--- config.mk ---
export PLATFORM = sky130hd
export DESIGN_NAME = aofc_composer
export DESIGN_NICKNAME = d
export VERILOG_FILES = /design/src/aofc_pkg.sv /design/src/aofc_composer.sv
export VERILOG_INCLUDE_DIRS = /design/src
export SDC_FILE = /design/constraint.sdc
export NUM_CORES = 1
export LEC_CHECK = 0
export BUFFER_PORTS_ARGS = -buffer_cell sky130_fd_sc_hd__buf_2
export CORE_MARGIN = 1.5
export CORE_UTILIZATION = 60
export DETAILED_ROUTE_END_ITERATION = 12
export PLACE_DENSITY = 0.9
export SETUP_SLACK_MARGIN = 0.5
export SYNTH_ARGS = -nofsm -noshare
export SYNTH_HDL_FRONTEND = slang
export SYNTH_SLANG_ARGS = --single-unit
--- constraint.sdc ---
create_clock -name pclk -period 8 [get_ports pclk]
set_input_delay 2.4 -clock pclk [delete_from_list [all_inputs] [get_ports pclk]]
set_output_delay 2.4 -clock pclk [all_outputs]
set_load 0.03 [all_outputs]
--- src/aofc_cfg.svh ---
`ifndef AOFC_CFG_SVH
`define AOFC_CFG_SVH

`define AOFC_ADDR_W      12
`define AOFC_POS_W       9
`define AOFC_CTL_ADDR    12'h000
`define AOFC_FRAME_ADDR  12'h004
`define AOFC_DIV_ADDR    12'h008
`define AOFC_CCV_ADDR    12'h00C
`define AOFC_CCP_ADDR    12'h010
`define AOFC_STAT_ADDR   12'h014

`define AOFC_CTL_TX      0
`define AOFC_CTL_LSB     1
`define AOFC_CTL_WIDE    2
`define AOFC_CTL_CC1EN   3
`define AOFC_CTL_CC2EN   4
`define AOFC_CTL_WSP     5
`define AOFC_CTL_STOP_LO 8
`define AOFC_POS_HI_LO   16
`define AOFC_STAT_POS_LO 16

`define AOFC_DIV_RST     9'h03F
`define AOFC_CC_TOP      5'h0F
`define AOFC_TOP16       5'h0F
`define AOFC_TOP32       5'h1F

`endif

--- src/aofc_pkg.sv ---
package aofc_pkg;
`include "aofc_cfg.svh"

	typedef logic [`AOFC_POS_W-1:0] aofc_pos_type;

	typedef struct packed {
		logic [31:0] left;
		logic [31:0] right;
	} aofc_sample_type;

	typedef struct packed {
		logic       tx_en;
		logic       lsb_first;
		logic       wide;
		logic       control_one_enable;
		logic       control_two_enable;
		logic       word_select_pulse_mode;
		logic [4:0] stop;
	} aofc_ctl_type;

	typedef struct packed {
		aofc_ctl_type    ctl;
		aofc_pos_type    left_pos;
		aofc_pos_type    right_pos;
		aofc_pos_type    control_one_position;
		aofc_pos_type    control_two_position;
		aofc_pos_type    frame_div;
		aofc_pos_type    bit_pos;
		logic [15:0]     hold1;
		logic [15:0]     hold2;
		logic [15:0]     shad1;
		logic [15:0]     shad2;
		logic            busy;
		aofc_sample_type smp;
		logic [7:0]      div_cnt;
		logic            sck;
		logic            ws;
		logic            sd;
		logic            hit;
		logic [1:0]      sel;
		logic            take;
		logic [31:0]     rdata;
	} aofc_state_type;

endpackage : aofc_pkg

--- src/aofc_composer.sv ---
// What this block does
// - MSB-first: top bit down to stop index
// - LSB-first: stop index up to top bit
// - Unclaimed frame positions send zero
// - Frame length is divider value plus one
// - Two control fields, each with enable
// - Control field placed at its position
// - Control fields use sample bit order
// - Control value write sets pending flag
// - Shadow load clears pending flag
// - Loaded control values repeat every frame
// - No interrupt; pending flag polled only
// - Same start: left, right, one, two
// - Later start cuts the earlier field
// - Reset clears enables, positions, pending flag
// - Frames run even with transmit disabled
// - First control pair sent next frame
// - One left, one right sample per frame
// - Samples start at their start positions
//
// Decided for this implementation: the APB interface to the registers and the address map.

`include "aofc_cfg.svh"

module aofc_composer
	import aofc_pkg::*;
#(
	parameter int SCK_HALF = 4
) (
	input  wire logic             pclk,
	input  wire logic             presetn,
	input  wire logic             psel,
	input  wire logic             penable,
	input  wire logic             pwrite,
	input  wire logic [11:0]      paddr,
	input  wire logic [31:0]      pwdata,
	output logic      [31:0]      prdata,
	output logic                  pready,
	output logic                  pslverr,
	input  wire aofc_sample_type  sample_in,
	output logic                  sample_take,
	output logic                  serial_bit_clock,
	output logic                  word_select_line,
	output logic                  serial_data_outputs
);

	generate
		if (SCK_HALF < 1 || SCK_HALF > 255) begin : g_bad
			$error("SCK_HALF must be 1 to 255");
		end
	endgenerate

	localparam logic [7:0] HALF_M1 = 8'(SCK_HALF - 1);

	aofc_state_type st_reg;
	aofc_state_type st_next;
	logic           acc;
	logic           wr;
	logic           map_hit;
	logic           adv;
	logic           frame_end;
	logic           load;
	aofc_pos_type   np;
	logic [1:0]     pick;
	logic           pick_ok;
	logic           pick_bit;
	logic           pick_in;

	// Bit k of a field running from top down to stop, or upward
	function automatic logic [1:0] fld_bit(
		input logic [31:0] w,
		input logic [4:0]  top,
		input logic [4:0]  stop,
		input logic        lsb,
		input aofc_pos_type k
	);
		logic [5:0] len;
		logic [4:0] idx;
		len = 6'(top) - 6'(stop) + 6'h01;
		idx = lsb ? 5'(stop + k[4:0]) : 5'(top - k[4:0]);
		fld_bit = {(k < aofc_pos_type'(len)) && (top >= stop), w[idx]};
	endfunction : fld_bit

	// Register decode
	function automatic logic is_mapped(input logic [11:0] a);
		is_mapped = (a == `AOFC_CTL_ADDR) || (a == `AOFC_FRAME_ADDR)
			|| (a == `AOFC_DIV_ADDR) || (a == `AOFC_CCV_ADDR)
			|| (a == `AOFC_CCP_ADDR) || (a == `AOFC_STAT_ADDR);
	endfunction : is_mapped

	assign acc     = psel && penable;
	assign wr      = acc && pwrite;
	assign map_hit = is_mapped(paddr);
	assign pready  = 1'b1;
	assign pslverr = acc && !map_hit;

	assign adv       = (st_reg.div_cnt == HALF_M1) && st_reg.sck;
	assign np        = (st_reg.bit_pos == st_reg.frame_div) ? '0
		: aofc_pos_type'(st_reg.bit_pos + 1'b1);
	assign frame_end = adv && (np == st_reg.frame_div);
	assign load      = frame_end && st_reg.busy;

	// Field selection for the next frame position
	always_comb begin
		logic [3:0]   en;
		aofc_pos_type sp [4];
		logic [4:0]   top_s;
		logic [4:0]   stop_s;
		logic [1:0]   fb;
		fb      = 2'b00;
		en      = {st_reg.ctl.control_two_enable, st_reg.ctl.control_one_enable, 2'b11};
		sp[0]   = st_reg.left_pos;
		sp[1]   = st_reg.right_pos;
		sp[2]   = st_reg.control_one_position;
		sp[3]   = st_reg.control_two_position;
		top_s   = st_reg.ctl.wide ? `AOFC_TOP32 : `AOFC_TOP16;
		stop_s  = st_reg.ctl.wide ? st_reg.ctl.stop
			: {1'b0, st_reg.ctl.stop[3:0]};
		pick    = 2'd0;
		pick_in = 1'b0;
		for (int i = 0; i < 4; i++) begin
			// Strict compare keeps priority order on ties
			if (en[i] && sp[i] <= np && (!pick_in || sp[i] > sp[pick])) begin
				pick    = 2'(i);
				pick_in = 1'b1;
			end
		end
		case (pick)
			2'd0:    fb = fld_bit(st_reg.smp.left, top_s, stop_s,
				st_reg.ctl.lsb_first, aofc_pos_type'(np - sp[0]));
			2'd1:    fb = fld_bit(st_reg.smp.right, top_s, stop_s,
				st_reg.ctl.lsb_first, aofc_pos_type'(np - sp[1]));
			2'd2:    fb = fld_bit({16'h0000, st_reg.shad1}, `AOFC_CC_TOP,
				5'h00, st_reg.ctl.lsb_first, aofc_pos_type'(np - sp[2]));
			default: fb = fld_bit({16'h0000, st_reg.shad2}, `AOFC_CC_TOP,
				5'h00, st_reg.ctl.lsb_first, aofc_pos_type'(np - sp[3]));
		endcase
		pick_ok  = pick_in && fb[1];
		pick_bit = pick_ok && fb[0];
	end

	always_comb begin
		st_next      = st_reg;
		st_next.take = 1'b0;
		// Read data captured in the setup cycle
		if (psel && !penable && !pwrite) begin
			case (paddr)
				`AOFC_CTL_ADDR:   st_next.rdata = 32'({st_reg.ctl.stop,
					2'b00, st_reg.ctl.word_select_pulse_mode, st_reg.ctl.control_two_enable,
					st_reg.ctl.control_one_enable, st_reg.ctl.wide,
					st_reg.ctl.lsb_first, st_reg.ctl.tx_en});
				`AOFC_FRAME_ADDR: st_next.rdata = {7'h00, st_reg.right_pos,
					7'h00, st_reg.left_pos};
				`AOFC_DIV_ADDR:   st_next.rdata = 32'(st_reg.frame_div);
				`AOFC_CCV_ADDR:   st_next.rdata = {st_reg.hold2, st_reg.hold1};
				`AOFC_CCP_ADDR:   st_next.rdata = {7'h00, st_reg.control_two_position,
					7'h00, st_reg.control_one_position};
				// Polled status only, no interrupt
				`AOFC_STAT_ADDR:  st_next.rdata = {7'h00, st_reg.bit_pos,
					15'h0000, st_reg.busy};
				default:          st_next.rdata = 32'h00000000;
			endcase
		end
		// Shadow transfer at the end of a frame while the pending flag is set
		if (load) begin
			st_next.shad1 = st_reg.hold1;
			st_next.shad2 = st_reg.hold2;
			st_next.busy  = 1'b0;
		end
		if (wr) begin
			case (paddr)
				`AOFC_CTL_ADDR: begin
					st_next.ctl.tx_en     = pwdata[`AOFC_CTL_TX];
					st_next.ctl.lsb_first = pwdata[`AOFC_CTL_LSB];
					st_next.ctl.wide      = pwdata[`AOFC_CTL_WIDE];
					st_next.ctl.control_one_enable    = pwdata[`AOFC_CTL_CC1EN];
					st_next.ctl.control_two_enable    = pwdata[`AOFC_CTL_CC2EN];
					st_next.ctl.word_select_pulse_mode  = pwdata[`AOFC_CTL_WSP];
					st_next.ctl.stop      = pwdata[`AOFC_CTL_STOP_LO +: 5];
				end
				`AOFC_FRAME_ADDR: begin
					st_next.left_pos  = pwdata[0 +: `AOFC_POS_W];
					st_next.right_pos = pwdata[`AOFC_POS_HI_LO +: `AOFC_POS_W];
				end
				`AOFC_DIV_ADDR: st_next.frame_div = pwdata[0 +: `AOFC_POS_W];
				`AOFC_CCV_ADDR: begin
					st_next.hold1 = pwdata[15:0];
					st_next.hold2 = pwdata[31:16];
					st_next.busy  = 1'b1;
				end
				`AOFC_CCP_ADDR: begin
					st_next.control_one_position = pwdata[0 +: `AOFC_POS_W];
					st_next.control_two_position = pwdata[`AOFC_POS_HI_LO +: `AOFC_POS_W];
				end
				default: ;
			endcase
		end
		// Bit clock divider, data moves on the falling edge
		if (st_reg.div_cnt == HALF_M1) begin
			st_next.div_cnt = 8'h00;
			st_next.sck     = !st_reg.sck;
		end else begin
			st_next.div_cnt = 8'(st_reg.div_cnt + 1'b1);
		end
		// Frames run regardless of transmit enable
		if (adv) begin
			st_next.bit_pos = np;
			st_next.sd      = pick_bit;
			st_next.hit     = pick_ok;
			st_next.sel     = pick;
			st_next.ws      = st_reg.ctl.word_select_pulse_mode ? (np == '0)
				: (np > (st_reg.frame_div >> 1));
		end
		// One sample pair per frame, zero when disabled
		if (frame_end) begin
			st_next.smp  = st_reg.ctl.tx_en ? sample_in : '0;
			st_next.take = st_reg.ctl.tx_en;
		end
	end

	always_ff @(posedge pclk or negedge presetn) begin
		if (!presetn) begin
			st_reg <= '{frame_div: `AOFC_DIV_RST, default: '0};
		end else begin
			st_reg <= st_next;
		end
	end

	assign prdata              = st_reg.rdata;
	assign sample_take         = st_reg.take;
	assign serial_bit_clock    = st_reg.sck;
	assign word_select_line    = st_reg.ws;
	assign serial_data_outputs = st_reg.sd;

	property p_busy_set;
		@(posedge pclk) disable iff (!presetn)
		wr && paddr == `AOFC_CCV_ADDR |=> st_reg.busy;
	endproperty
	a_busy_set: assert property (p_busy_set)
		else $error("pending flag not set by control write");

	property p_busy_clear;
		@(posedge pclk) disable iff (!presetn)
		load && !(wr && paddr == `AOFC_CCV_ADDR)
		|=> !st_reg.busy && st_reg.shad1 == $past(st_reg.hold1)
		&& st_reg.shad2 == $past(st_reg.hold2);
	endproperty
	a_busy_clear: assert property (p_busy_clear)
		else $error("shadow load did not clear pending flag");

	property p_shadow_keep;
		@(posedge pclk) disable iff (!presetn)
		!load |=> $stable(st_reg.shad1) && $stable(st_reg.shad2);
	endproperty
	a_shadow_keep: assert property (p_shadow_keep)
		else $error("shadow changed outside frame end");

	property p_frame_wrap;
		@(posedge pclk) disable iff (!presetn)
		adv && st_reg.bit_pos == st_reg.frame_div |=> st_reg.bit_pos == '0;
	endproperty
	a_frame_wrap: assert property (p_frame_wrap)
		else $error("frame did not wrap after divider value");

	property p_runs_idle;
		@(posedge pclk) disable iff (!presetn)
		adv && !st_reg.ctl.tx_en && st_reg.bit_pos != st_reg.frame_div
		|=> st_reg.bit_pos == $past(st_reg.bit_pos) + 1'b1;
	endproperty
	a_runs_idle: assert property (p_runs_idle)
		else $error("frame stalled with transmit disabled");

	property p_zero_fill;
		@(posedge pclk) disable iff (!presetn)
		!st_reg.hit |-> !st_reg.sd;
	endproperty
	a_zero_fill: assert property (p_zero_fill)
		else $error("unclaimed position not zero");

	property p_left_first;
		@(posedge pclk) disable iff (!presetn)
		adv && np == st_reg.left_pos |=> st_reg.sel == 2'd0;
	endproperty
	a_left_first: assert property (p_left_first)
		else $error("left field lost priority at its start");

	property p_reset_vals;
		@(posedge pclk)
		!presetn |=> !st_reg.busy && !st_reg.ctl.control_one_enable && !st_reg.ctl.control_two_enable
		&& st_reg.control_one_position == '0 && st_reg.control_two_position == '0;
	endproperty
	a_reset_vals: assert property (p_reset_vals)
		else $error("reset values wrong");

	property p_take_once;
		@(posedge pclk) disable iff (!presetn)
		st_reg.take |-> st_reg.bit_pos == st_reg.frame_div ##1 !st_reg.take;
	endproperty
	a_take_once: assert property (p_take_once)
		else $error("sample taken away from frame end");

	property p_idle_zero;
		@(posedge pclk) disable iff (!presetn)
		frame_end && !st_reg.ctl.tx_en |=> st_reg.smp == '0 && !st_reg.take;
	endproperty
	a_idle_zero: assert property (p_idle_zero)
		else $error("samples not zeroed with transmit disabled");

endmodule : aofc_composer

==> summary.md, run 1 <==
| Metric | Value |
|---|---|
| Outcome | `finished, final reports clean` |
| Pwr/cell area | `157.2 nW/µm²` |
| Worst setup margin | `941.0 ps` |
| Fin area | `16800 µm²` |
| Via-to-Cell Ratio | `6.173` |
| Switching Share | `22.14%` |
| Initial drt markers | `1204` |
| Hold path endpoint | `st_reg[39]` |
| MaxCap Viol Count | `0` |
| Number of routed nets with antenna violations | `0` |
| CTS HTree Levels | `1` |
| Routed wire per std cell | `21.06 µm` |
| Int Pwr | `0.002057 W` |
| Clk Latency, worst-skew pair | `550 ps` |
| # IOs | `151` |
| Layout Cells excl Fill | `2000` |
| Pin count of the biggest net entering global routing | `130` |
| Startpoint class of the critical path | `register` |
| Worst Hold Launch | `st_reg[39]` |
| Routed wire length | `approximately 42 mm` |
| Reg2reg setup slack | `940 ps` |
| Comb pwr share | `roughly 4%` |
| Chip Width | `roughly 160 µm` |
| Initial antenna violation count | `0` |
| Placed Cells | `1944` |
| Placed Area | `15720 µm²` |
| Post-Syn Area | `between 10000 and 15000 µm²` |
| Pre-CTS setup slack | `58.88 ps` |
| Multi-input logic area | `8019 µm²` |
| Peak VDD IR | `150.2 µV` |
| Max stage delay on crit path | `440 ps` |
| HPWL after DPL | `30.91 mm` |
| Top-area cell type share of the netlist area | `38.85%` |
| TritonCTS clock tree | `done` |
| Drt first pass iters | `7` |
| Asr flop ratio synth | `between 90% and 100%` |
| Largest cells by area after synthesis | `dfrtp_1 39%, ha_1 8.0%, o21ai_0 5.7%, mux2_2 4.1%, nand2_1 4.0%` |
| Chip height | `160.8 µm` |
| GR Overflow Total | `0` |
| Clock buffer count from CTS | `26` |
| Synth Area per Inst | `9.610 µm²` |
| Clock power share | `about half` |
| Min Tclk post-route | `just over 7000 ps` |
| Worst Max-Slew Pin Slew | `approximately 1300 ps` |
| Clock slew at reported path FFs | `roughly 60 ps` |
| Filler Cells Inserted | `1821` |
| Netlist cell types | `74` |
| Post-Syn Instances | `1555` |
| Final period util | `around 88%` |
| RR Startpoint | `st_reg[177]` |
| Critical-path top delay cell | `dfrtp_1` |
| Setup TNS | `0 ps` |
| RSZ-0062 raised after global routing | `false` |
| Primary FF master, synth | `dfrtp_1` |
| Yosys top cell by area | `dfrtp_1` |
| FF+latch area | `5966 µm²` |
| Sequential share of power | `45.6%` |
| Final setup fails | `0` |
| Layout cells sized above 1 | `between 20% and 30%` |
| Worst reg2reg path depth | `32` |
| Max reg flops | `202` |
| Vias | `between 10000 and 15000` |
| Synth Warn # | `0` |
| Syn nets | `1769` |
| Port Buffer Count | `149` |
| Worst setup EP type | `register` |
| Required @ worst endpoint | `8430 ps` |
| Vias in the first global route | `12250` |
| Routability cong. | `1.045` |
| Hold-fix buffers, CTS | `0` |
| Number of synthesized flops with an enable pin | `0` |
| Crit path arrival time | `7480 ps` |
| Post-synthesis sequential area ratio | `39.91%` |
| Reg-to-reg critical path endpoint | `serial_data_outputs` |
| Sw Pwr | `0.0005850 W` |
| Cells on Worst Hold Path | `1` |
| Starting Density | `between 60 and 70%` |
| Layout area overhead | `12.46%` |
| Die area | `about 26000 µm²` |
| # diodes | `0` |
| Final Max Slew Viols | `0` |
| First-pass GRT wire length | `66.63 mm` |
| Slew HR | `around 14%` |
| Root buffer cell | `clkbuf_16` |
| Nets | `1871` |
| Static Leak | `8.623 nW` |
| Post-route DRC violation count | `0` |
| Final Skew | `9.593 ps` |
| Crit Path Class | `reg -> reg` |
| Hold WC Path Type | `reg -> reg` |
| Power, Total | `~0.0026 W` |
| Crit-path max FO | `13` |
| Core box area | `about 24000 µm²` |
| Final Hold Violating Endpoints | `0` |
| Number of synthesized register bits | `238` |
| Worst-case clock buffer depth | `3` |
| Peak Freq | `141.7 MHz` |
| Rows | `between 50 and 60` |
| Total global routing track utilization | `32.88%` |
| Clock Sinks | `about 240` |
## what timing repair did
action | in CTS | in global routing
setup buffers | 1 | 7
gates resized for setup | 3 | 17
pin swaps | 1 | 3
gates cloned | 0 | 1
endpoints found under the setup margin | 1 | 1
## final cells by class
| type | count | area share [%] |
|---|---|---|
| clock buffers | 33 | 4.207 |
| clock inverters | 14 | 1.422 |
| inverters | 131 | 2.926 |
| multi-input cells | 1082 | 47.72 |
| flip-flops and latches | 238 | 35.50 |
| well taps | 324 | 2.412 |
| repair buffers | 178 | 5.815 |
## cells in the final DEF, fill, tap and decap left out, types with 30 or more instances in the layout
cell,instances
dfrtp_1,230
o21ai_0,171
nand2_1,160
buf_2,148
inv_1,131
nand3_1,95
ha_1,93
mux2i_1,55
mux2_2,55
a21oi_1,45
nor2_1,39
xor2_1,33
mux2_4,30
## per-layer routing
metal	part of all wire, %	up-vias	global-route usage [%]	wire length (µm)
li1	-	5665	-	-
met1	40	5883	42.38	17050
met2	45	629	53.25	19170
met3	7.0	169	4.571	2954
met4	7.0	0	19.23	2957
met5	0	-	0	0
## cell usage after synthesis, types with 7 or more instances
| library cell | n |
|---|---|
| mux4_2 | 9 |
| dfrtp_1 | 232 |
| o22ai_1 | 9 |
| xnor2_1 | 29 |
| a211oi_1 | 18 |
| o21ai_0 | 171 |
| o21a_1 | 15 |
| mux2_2 | 55 |
| a22o_1 | 8 |
| nor3_1 | 17 |
| xor2_1 | 33 |
| a21oi_1 | 46 |
| mux2i_1 | 59 |
| a22oi_1 | 7 |
| buf_4 | 34 |
| clkbuf_1 | 42 |
| mux2_4 | 30 |
| nand2_1 | 160 |
| inv_1 | 131 |
| buf_2 | 21 |
| nor2b_1 | 18 |
| nor2_1 | 41 |
| ha_1 | 95 |
| and2_1 | 7 |
| nand2b_1 | 10 |
| nand3_1 | 95 |
| a222oi_1 | 9 |
| o211ai_1 | 11 |
| a21o_1 | 21 |
| nor3b_1 | 7 |
| nand4_1 | 13 |
## stage by stage
stage,utilization [%],hold slack [ps]
3_3_place_gp,64.44,439.0
4_1_cts,68.39,452.9
2_1_floorplan,-,425.1
5_1_grt,68.90,478.3
6_report,68.90,452.3
3_5_place_dp,64.44,445.0
## critical path, delay by kind of cell, from the launching register on
family / cells / cell delay [ps]
simple gates: 7 / 1180
xor+xnor: 1 / 160
mux: 1 / 140
fa+ha+maj: 4 / 1000
flops: 1 / 440
buf+inv: 3 / 680
compound gates: 16 / 3320
## cells by family after synthesis
| group | share of synthesized area [%] |
|---|---|
| AO/OA/AOI/OAI | 14.49 |
| XOR/XNOR | 3.634 |
| adder cells (fa/ha/maj) | 8.758 |
| buffers and inverters | 7.117 |
| flip-flops | 39.91 |
| multiplexers | 12.47 |
| other | 0.02510 |
| AND/OR/NAND/NOR | 13.60 |
## power groups by stage
stage	combinational (W)	clock, W	sequential [W]
3_3_place_gp	0.0000996	0	0.00123
3_5_place_dp	0.000102	0	0.00123
6_report	0.000103	0.00133	0.00121
2_1_floorplan	0.0000303	0	0.00123
4_1_cts	0.000103	0.00135	0.00121
5_1_grt	0.000112	0.00139	0.00121
## worst max-delay path by stage
stage / end / cells past startpoint / slack [ps] / from
3_3_place_gp: serial_data_outputs / 31 / 340 / st_reg[186]
4_1_cts: serial_data_outputs / 30 / 510 / st_reg[186]
2_1_floorplan: serial_data_outputs / 32 / 1060 / st_reg[186]
5_1_grt: serial_data_outputs / 32 / 530 / st_reg[177]
3_5_place_dp: serial_data_outputs / 30 / 60 / st_reg[186]
6_report: serial_data_outputs / 32 / 940 / st_reg[177]
Power figures use the tool's default switching activity.
==> inputs of run 2 (changes only) <==
--- a/config.mk
+++ b/config.mk
@@ -7,8 +7,10 @@
 export NUM_CORES = 1
 export LEC_CHECK = 0
 export BUFFER_PORTS_ARGS = -buffer_cell sky130_fd_sc_hd__buf_2
+export CELL_PAD_IN_SITES_DETAIL_PLACEMENT = 1
+export CELL_PAD_IN_SITES_GLOBAL_PLACEMENT = 2
 export CORE_MARGIN = 1.5
-export CORE_UTILIZATION = 60
+export CORE_UTILIZATION = 38
 export DETAILED_ROUTE_END_ITERATION = 12
 export PLACE_DENSITY = 0.9
 export SETUP_SLACK_MARGIN = 0.5
==> summary.md, run 2 (synthesis gave the netlist of run 1 again) <==
| Metric | Value |
|---|---|
| Sw Pwr | `0.0006015 W` |
| MaxCap Viol Count | `0` |
| # diodes | `0` |
| Peak VDD IR | `153.4 µV` |
| Core box area | `between 30000 and 40000 µm²` |
| RSZ-0062 raised after global routing | `false` |
| Layout area overhead | `14.49%` |
| Hold WC Path Type | `reg -> reg` |
| Clock buffer count from CTS | `27` |
| Rows | `slightly above 70` |
| Min Tclk post-route | `7115 ps` |
| Pin count of the biggest net entering global routing | `142` |
| CTS HTree Levels | `1` |
| Worst-case clock buffer depth | `3` |
| Die area | `40520 µm²` |
| Clk Latency, worst-skew pair | `570 ps` |
| Slew HR | `12.48%` |
| Placed Area | `around 16000 µm²` |
| Chip Width | `201.3 µm` |
| Final Max Slew Viols | `0` |
| Starting Density | `38.58%` |
| Pwr/cell area | `154.6 nW/µm²` |
| Final period util | `roughly nine tenths` |
| Vias | `12230` |
| Fin area | `~17000 µm²` |
| Via-to-Cell Ratio | `approximately 5.5` |
| Power, Total | `0.002644 W` |
| Commonest non-fill, non-tap cell in the layout | `dfrtp_1` |
| Clock slew at reported path FFs | `70 ps` |
| Routed wire per std cell | `roughly 21 µm` |
| Max stage delay on crit path | `600 ps` |
| Pre-CTS setup slack | `219.3 ps` |
| Initial drt markers | `629` |
| Clock Sinks | `238` |
| Port Buffer Count | `149` |
| Int Pwr | `0.002043 W` |
| Startpoint class of the critical path | `register` |
| Max reg flops | `202` |
| Sequential share of power | `45.6%` |
| Worst Max-Slew Pin Slew | `1301 ps` |
| Crit path arrival time | `~7600 ps` |
| Static Leak | `slightly below 9 nW` |
| Drt first pass iters | `6` |
| Comb pwr share | `4.0%` |
| TritonCTS clock tree | `done` |
| Vias in the first global route | `13010` |
| Total global routing track utilization | `23.39%` |
| # IOs | `151` |
| Outcome | `finished, final reports clean` |
| Leading cell types in the layout, fill and taps excluded | `229 x dfrtp_1, 170 x o21ai_0, 160 x nand2_1` |
| First-pass GRT wire length | `74.77 mm` |
| Final Skew | `14.87 ps` |
| Initial antenna violation count | `0` |
| HPWL after DPL | `35.62 mm` |
| Crit Path Class | `reg -> reg` |
| Peak Freq | `about 140 MHz` |
| Layout cells sized above 1 | `21.48%` |
| Required @ worst endpoint | `8440 ps` |
| Crit-path max FO | `7` |
| Worst setup EP type | `register` |
| Post-route DRC violation count | `0` |
| Final Hold Violating Endpoints | `0` |
| Switching Share | `a little under a quarter` |
| Hold-fix buffers, CTS | `0` |
| Number of routed nets with antenna violations | `0` |
| Chip height | `201.3 µm` |
| Clock power share | `50.4%` |
| Final setup fails | `0` |
| Nets | `1883` |
| Worst setup margin | `885.0 ps` |
| Critical-path top delay cell | `dfstp_2` |
| Setup TNS | `0 ps` |
| Routability cong. | `0.9379` |
| Routed wire length | `47.41 mm` |
| GR Overflow Total | `0` |
| Root buffer cell | `clkbuf_16` |
run 2: worst max-delay path, delay by kind of cell, from the launching register on:
| kind | cells | cell delay (ps) |
|---|---|---|
| mux | 1 | 270 |
| compound gates | 17 | 2820 |
| simple gates | 7 | 1660 |
| xor+xnor | 1 | 220 |
| fa+ha+maj | 3 | 920 |
| buf+inv | 3 | 520 |
| flops | 1 | 600 |
run 2: stage by stage:
| stage | hold WS [ps] | cells | utilization, % |
|---|---|---|---|
| finish | 457.6 | 2208 | 44.17 |
| global route | 486.8 | 2208 | 44.17 |
| CTS | 465.0 | 2199 | 43.86 |
| detailed placement | 452.0 | 2145 | 41.37 |
| global placement | 442.8 | 2145 | 41.37 |
| floorplan | 425.1 | 1555 | - |
run 2: area by class of cell:
| type | count | area, µm² |
|---|---|---|
| inverters | 131 | 495.5 |
| clock buffers | 39 | 740.7 |
| clock inverters | 11 | 186.4 |
| repair buffers | 190 | 1076 |
| well taps | 518 | 648.1 |
| multi-input cells | 1081 | 7995 |
| flip-flops and latches | 238 | 5967 |
| fillers | 4521 | 21630 |
run 2: final timing paths:
path | startpoint | endpoint | slack (ps) | depth (start not counted)
min in group asynchronous | presetn | st_reg[201] | 1820 | 1
hold reg to reg | prdata[28] | prdata[28] | 460 | 2
hold / removal | prdata[28] | prdata[28] | 460 | 2
setup / recovery | st_reg[186] | serial_data_outputs | 880 | 32
max in group asynchronous | presetn | st_reg[176] | 4880 | 2
setup reg to reg | st_reg[186] | serial_data_outputs | 880 | 32
run 2: metal layers:
layer | routed length, µm | global-route usage [%]
met1 | 20760 | 30.61
met2 | 22880 | 39.90
met3 | 1836 | 2.705
met4 | 1931 | 8.396
met5 | 0 | 0
run 2: repair_timing:
action | 4_1_cts | 5_1_grt
setup buffers | 4 | 9
gates resized for setup | 3 | 13
setup endpoints to repair | 1 | 1
pin swaps | 2 | 4
run 2: power by group through the flow:
stage,Combinational [W],Clock [W],Sequential (W)
detailed placement,0.000106,0,0.00123
finish,0.000105,0.00133,0.00121
global route,0.000116,0.00140,0.00121
global placement,0.000104,0,0.00123
CTS,0.000107,0.00136,0.00121
floorplan,0.0000303,0,0.00123
==> inputs of run 3 (changes only) <==
--- a/config.mk
+++ b/config.mk
@@ -6,13 +6,14 @@
 export SDC_FILE = /design/constraint.sdc
 export NUM_CORES = 1
 export LEC_CHECK = 0
+export ABC_AREA = 1
 export BUFFER_PORTS_ARGS = -buffer_cell sky130_fd_sc_hd__buf_2
 export CELL_PAD_IN_SITES_DETAIL_PLACEMENT = 1
 export CELL_PAD_IN_SITES_GLOBAL_PLACEMENT = 2
 export CORE_MARGIN = 1.5
-export CORE_UTILIZATION = 38
+export CORE_UTILIZATION = 34
 export DETAILED_ROUTE_END_ITERATION = 12
-export PLACE_DENSITY = 0.9
+export PLACE_DENSITY = 0.89
 export SETUP_SLACK_MARGIN = 0.5
 export SYNTH_ARGS = -nofsm -noshare
 export SYNTH_HDL_FRONTEND = slang
==> summary.md, run 3 <==
| Metric | Value |
|---|---|
| Synth Area per Inst | `7.161 µm²` |
| Number of routed nets with antenna violations | `0` |
| Final setup fails | `0` |
| Slew HR | `15.79%` |
| Final period util | `82.10%` |
| Min Tclk post-route | `6568 ps` |
| RR Startpoint | `st_reg[186]` |
| Crit-path max FO | `19` |
| Final Max Slew Viols | `0` |
| Layout area overhead | `13.12%` |
| Largest cells by area after synthesis | `dfrtp_1 37%, nand2_1 20%, ha_1 7.6%, inv_1 5.0%, nand3_1 5.0%` |
| Total global routing track utilization | `24.07%` |
| Clock slew at reported path FFs | `about 60 ps` |
| Rows | `78` |
| Worst-case clock buffer depth | `3` |
| Initial drt markers | `971` |
| Top-area cell type share of the netlist area | `37.29%` |
| Pin count of the biggest net entering global routing | `146` |
| Core box area | `45280 µm²` |
| Crit path top cell by count | `nand2_1` |
| Clock Sinks | `238` |
| Final Hold Violating Endpoints | `0` |
| Static Leak | `9.502 nW` |
| Setup TNS | `0 ps` |
| Critical-path top delay cell | `dfstp_2` |
| Top cells by count, synth | `834 x nand2_1, 232 x dfrtp_1, 209 x inv_1, 155 x nand3_1, 155 x o21ai_0` |
| Crit Path Class | `reg -> reg` |
| Post-Syn Instances | `2174` |
| Largest family of logic cells by synthesized area | `simple AND/OR/NAND/NOR gates` |
| Vias in the first global route | `approximately 16000` |
| Most numerous cell in the Yosys netlist | `nand2_1` |
| Worst Max-Slew Pin Slew | `1260 ps` |
| Port Buffer Count | `149` |
| Fin area | `17610 µm²` |
| Starting Density | `34.38%` |
| Required @ worst endpoint | `8460 ps` |
| Yosys top cell by area | `dfrtp_1` |
| Commonest non-fill, non-tap cell in the layout | `nand2_1` |
| Worst Hold Launch | `prdata[31]` |
| Drt first pass iters | `5` |
| CTS HTree Levels | `1` |
| Netlist cell types | `44` |
| Outcome | `finished, final reports clean` |
| # diodes | `0` |
| Nets | `about 2500` |
| Post-Syn Area | `15570 µm²` |
| Peak VDD IR | `~120 µV` |
| Initial antenna violation count | `2` |
| Multiplexer share of the synthesized area | `less than 1%` |
| Primary FF master, synth | `dfrtp_1` |
| Number of synthesized register bits | `238` |
| Startpoint class of the critical path | `register` |
| Max reg flops | `202` |
| Number of synthesized flops with an enable pin | `0` |
| Clock buffer count from CTS | `29` |
| Vias | `around 15000` |
| Via-to-Cell Ratio | `about 5.3` |
| MaxCap Viol Count | `0` |
| Syn nets | `around 2400` |
| Chip height | `217.0 µm` |
| Crit path from | `st_reg[186]` |
| Worst setup EP type | `register` |
| Routability cong. | `0.9738` |
| GR Overflow Total | `0` |
| Layout cells sized above 1 | `approximately 11%` |
| Finished Core Util | `between 30% and 40%` |
| Post-Synth Simple-Gate Area | `between 30% and 40%` |
| Routed wire length | `56.42 mm` |
| TritonCTS clock tree | `done` |
| Final Skew | `between 20 and 25 ps` |
| HPWL after DPL | `42.18 mm` |
| Post-route DRC violation count | `0` |
| Routed wire per std cell | `19.60 µm` |
| Die area | `47080 µm²` |
| Placed Area | `16570 µm²` |
| Synth Area in Compound Gates | `8.126%` |
| Hold WC Path Type | `reg -> reg` |
| First-pass GRT wire length | `88.84 mm` |
| Hold-fix buffers, CTS | `0` |
| RSZ-0062 raised after global routing | `false` |
| Peak Freq | `152.3 MHz` |
| Crit path arrival time | `7030 ps` |
| Leading cell types in the layout, fill and taps excluded | `831 x nand2_1, 231 x dfrtp_1, 209 x inv_1` |
| Asr flop ratio synth | `100.0%` |
| Max stage delay on crit path | `around 600 ps` |
| Synth Warn # | `0` |
| Chip Width | `roughly 220 µm` |
| Post-synthesis sequential area ratio | `38.31%` |
| Xor/xnor share of the synthesized area | `under 10%` |
| Clk Latency, worst-skew pair | `a little under 600 ps` |
| Post-Synth Adder-Cell Area | `~8.4%` |
| Root buffer cell | `clkbuf_16` |
| Pwr/cell area | `roughly 160 nW/µm²` |
| # IOs | `151` |
| Post-CTS Setup Bufs | `0` |
## run 3: cell types whose count changed after synthesis, moves of 16 or more
cell / before / now
nor2_1: 41 / 84
mux2_2: 55 / 10
a21o_1: 21 / 2
inv_1: 131 / 209
nand2_1: 160 / 834
o21ai_0: 171 / 155
xnor2_1: 29 / 8
nand4_1: 13 / 112
nor2b_1: 18 / 0
a211oi_1: 18 / 0
mux2_4: 30 / 0
mux2i_1: 59 / 0
nand3_1: 95 / 155
## run 3: power breakdown
group / leakage, nW / internal (W) / total [W] / switching (W)
Clock: 0.513 / 0.000865 / 0.00144 / 0.000573
Sequential: 3.30 / 0.00121 / 0.00121 / 0.00000150
Combinational: 5.69 / 0.0000381 / 0.000127 / 0.0000890
## run 3: repair_timing
| action | 4_1_cts | 5_1_grt |
|---|---|---|
| setup endpoints to repair | 0 | 1 |
| hold endpoints to repair | 0 | 0 |
| resized for setup | 0 | 1 |
## run 3: per-layer routing
layer / track usage (%) / part of all wire [%] / vias to the layer above
met2: 40.58 / 47 / 377
met3: 2.921 / 4.5 / 118
li1: - / - / 7232
met1: 31.56 / 44 / 7388
met5: 0 / 0 / -
met4: 8.958 / 4.3 / 0
## run 3: final cells by class
type,instances,area [µm²]
Fill cell,5740,27670
Multi-Input combinational cell,1610,8193
Sequential cell,238,5964
Timing Repair Buffer,160,850.8
Clock buffer,38,839.6
Inverter,218,818.3
Tap cell,600,750.7
Clock inverter,15,192.7
## run 3: worst max-delay path: cells and delay by family, from the launching register on
family | cells | cell delay [ps]
and+or+nand+nor | 23 | 2590
AOI/OAI and AO/OA | 8 | 1310
adders and majority gates | 3 | 1020
buffers and inverters | 4 | 750
DFF | 1 | 600
xor gates and xnor gates | 1 | 130
## run 3: logic make-up after synthesis
family                   count (synthesis)
XOR/XNOR                                26
AND/OR/NAND/NOR                       1234
flip-flops                             238
buffers and inverters                  326
AO/OA/AOI/OAI                          238
adder cells (fa/ha/maj)                101
other                                    1
multiplexers                            10
## run 3: worst paths after layout
path	to	slack (ps)	cells past startpoint
setup / recovery	serial_data_outputs	1430	39
hold / removal	prdata[31]	470	2
setup reg to reg	serial_data_outputs	1430	39
hold reg to reg	prdata[31]	470	2
max in group asynchronous	st_reg[118]	4840	2
min in group asynchronous	sample_take	1810	1
## run 3: metrics by stage
stage	power (W)	hold WS (ps)	cells	setup WS (ps)
finish	0.002773	473.1	2879	1432
global route	0.002866	500.6	2879	733.3
CTS	0.002810	480.4	2879	1393
detailed placement	0.001358	463.9	2826	1450
global placement	0.001355	455.9	2826	1570
floorplan	0.001275	442.2	2174	1524
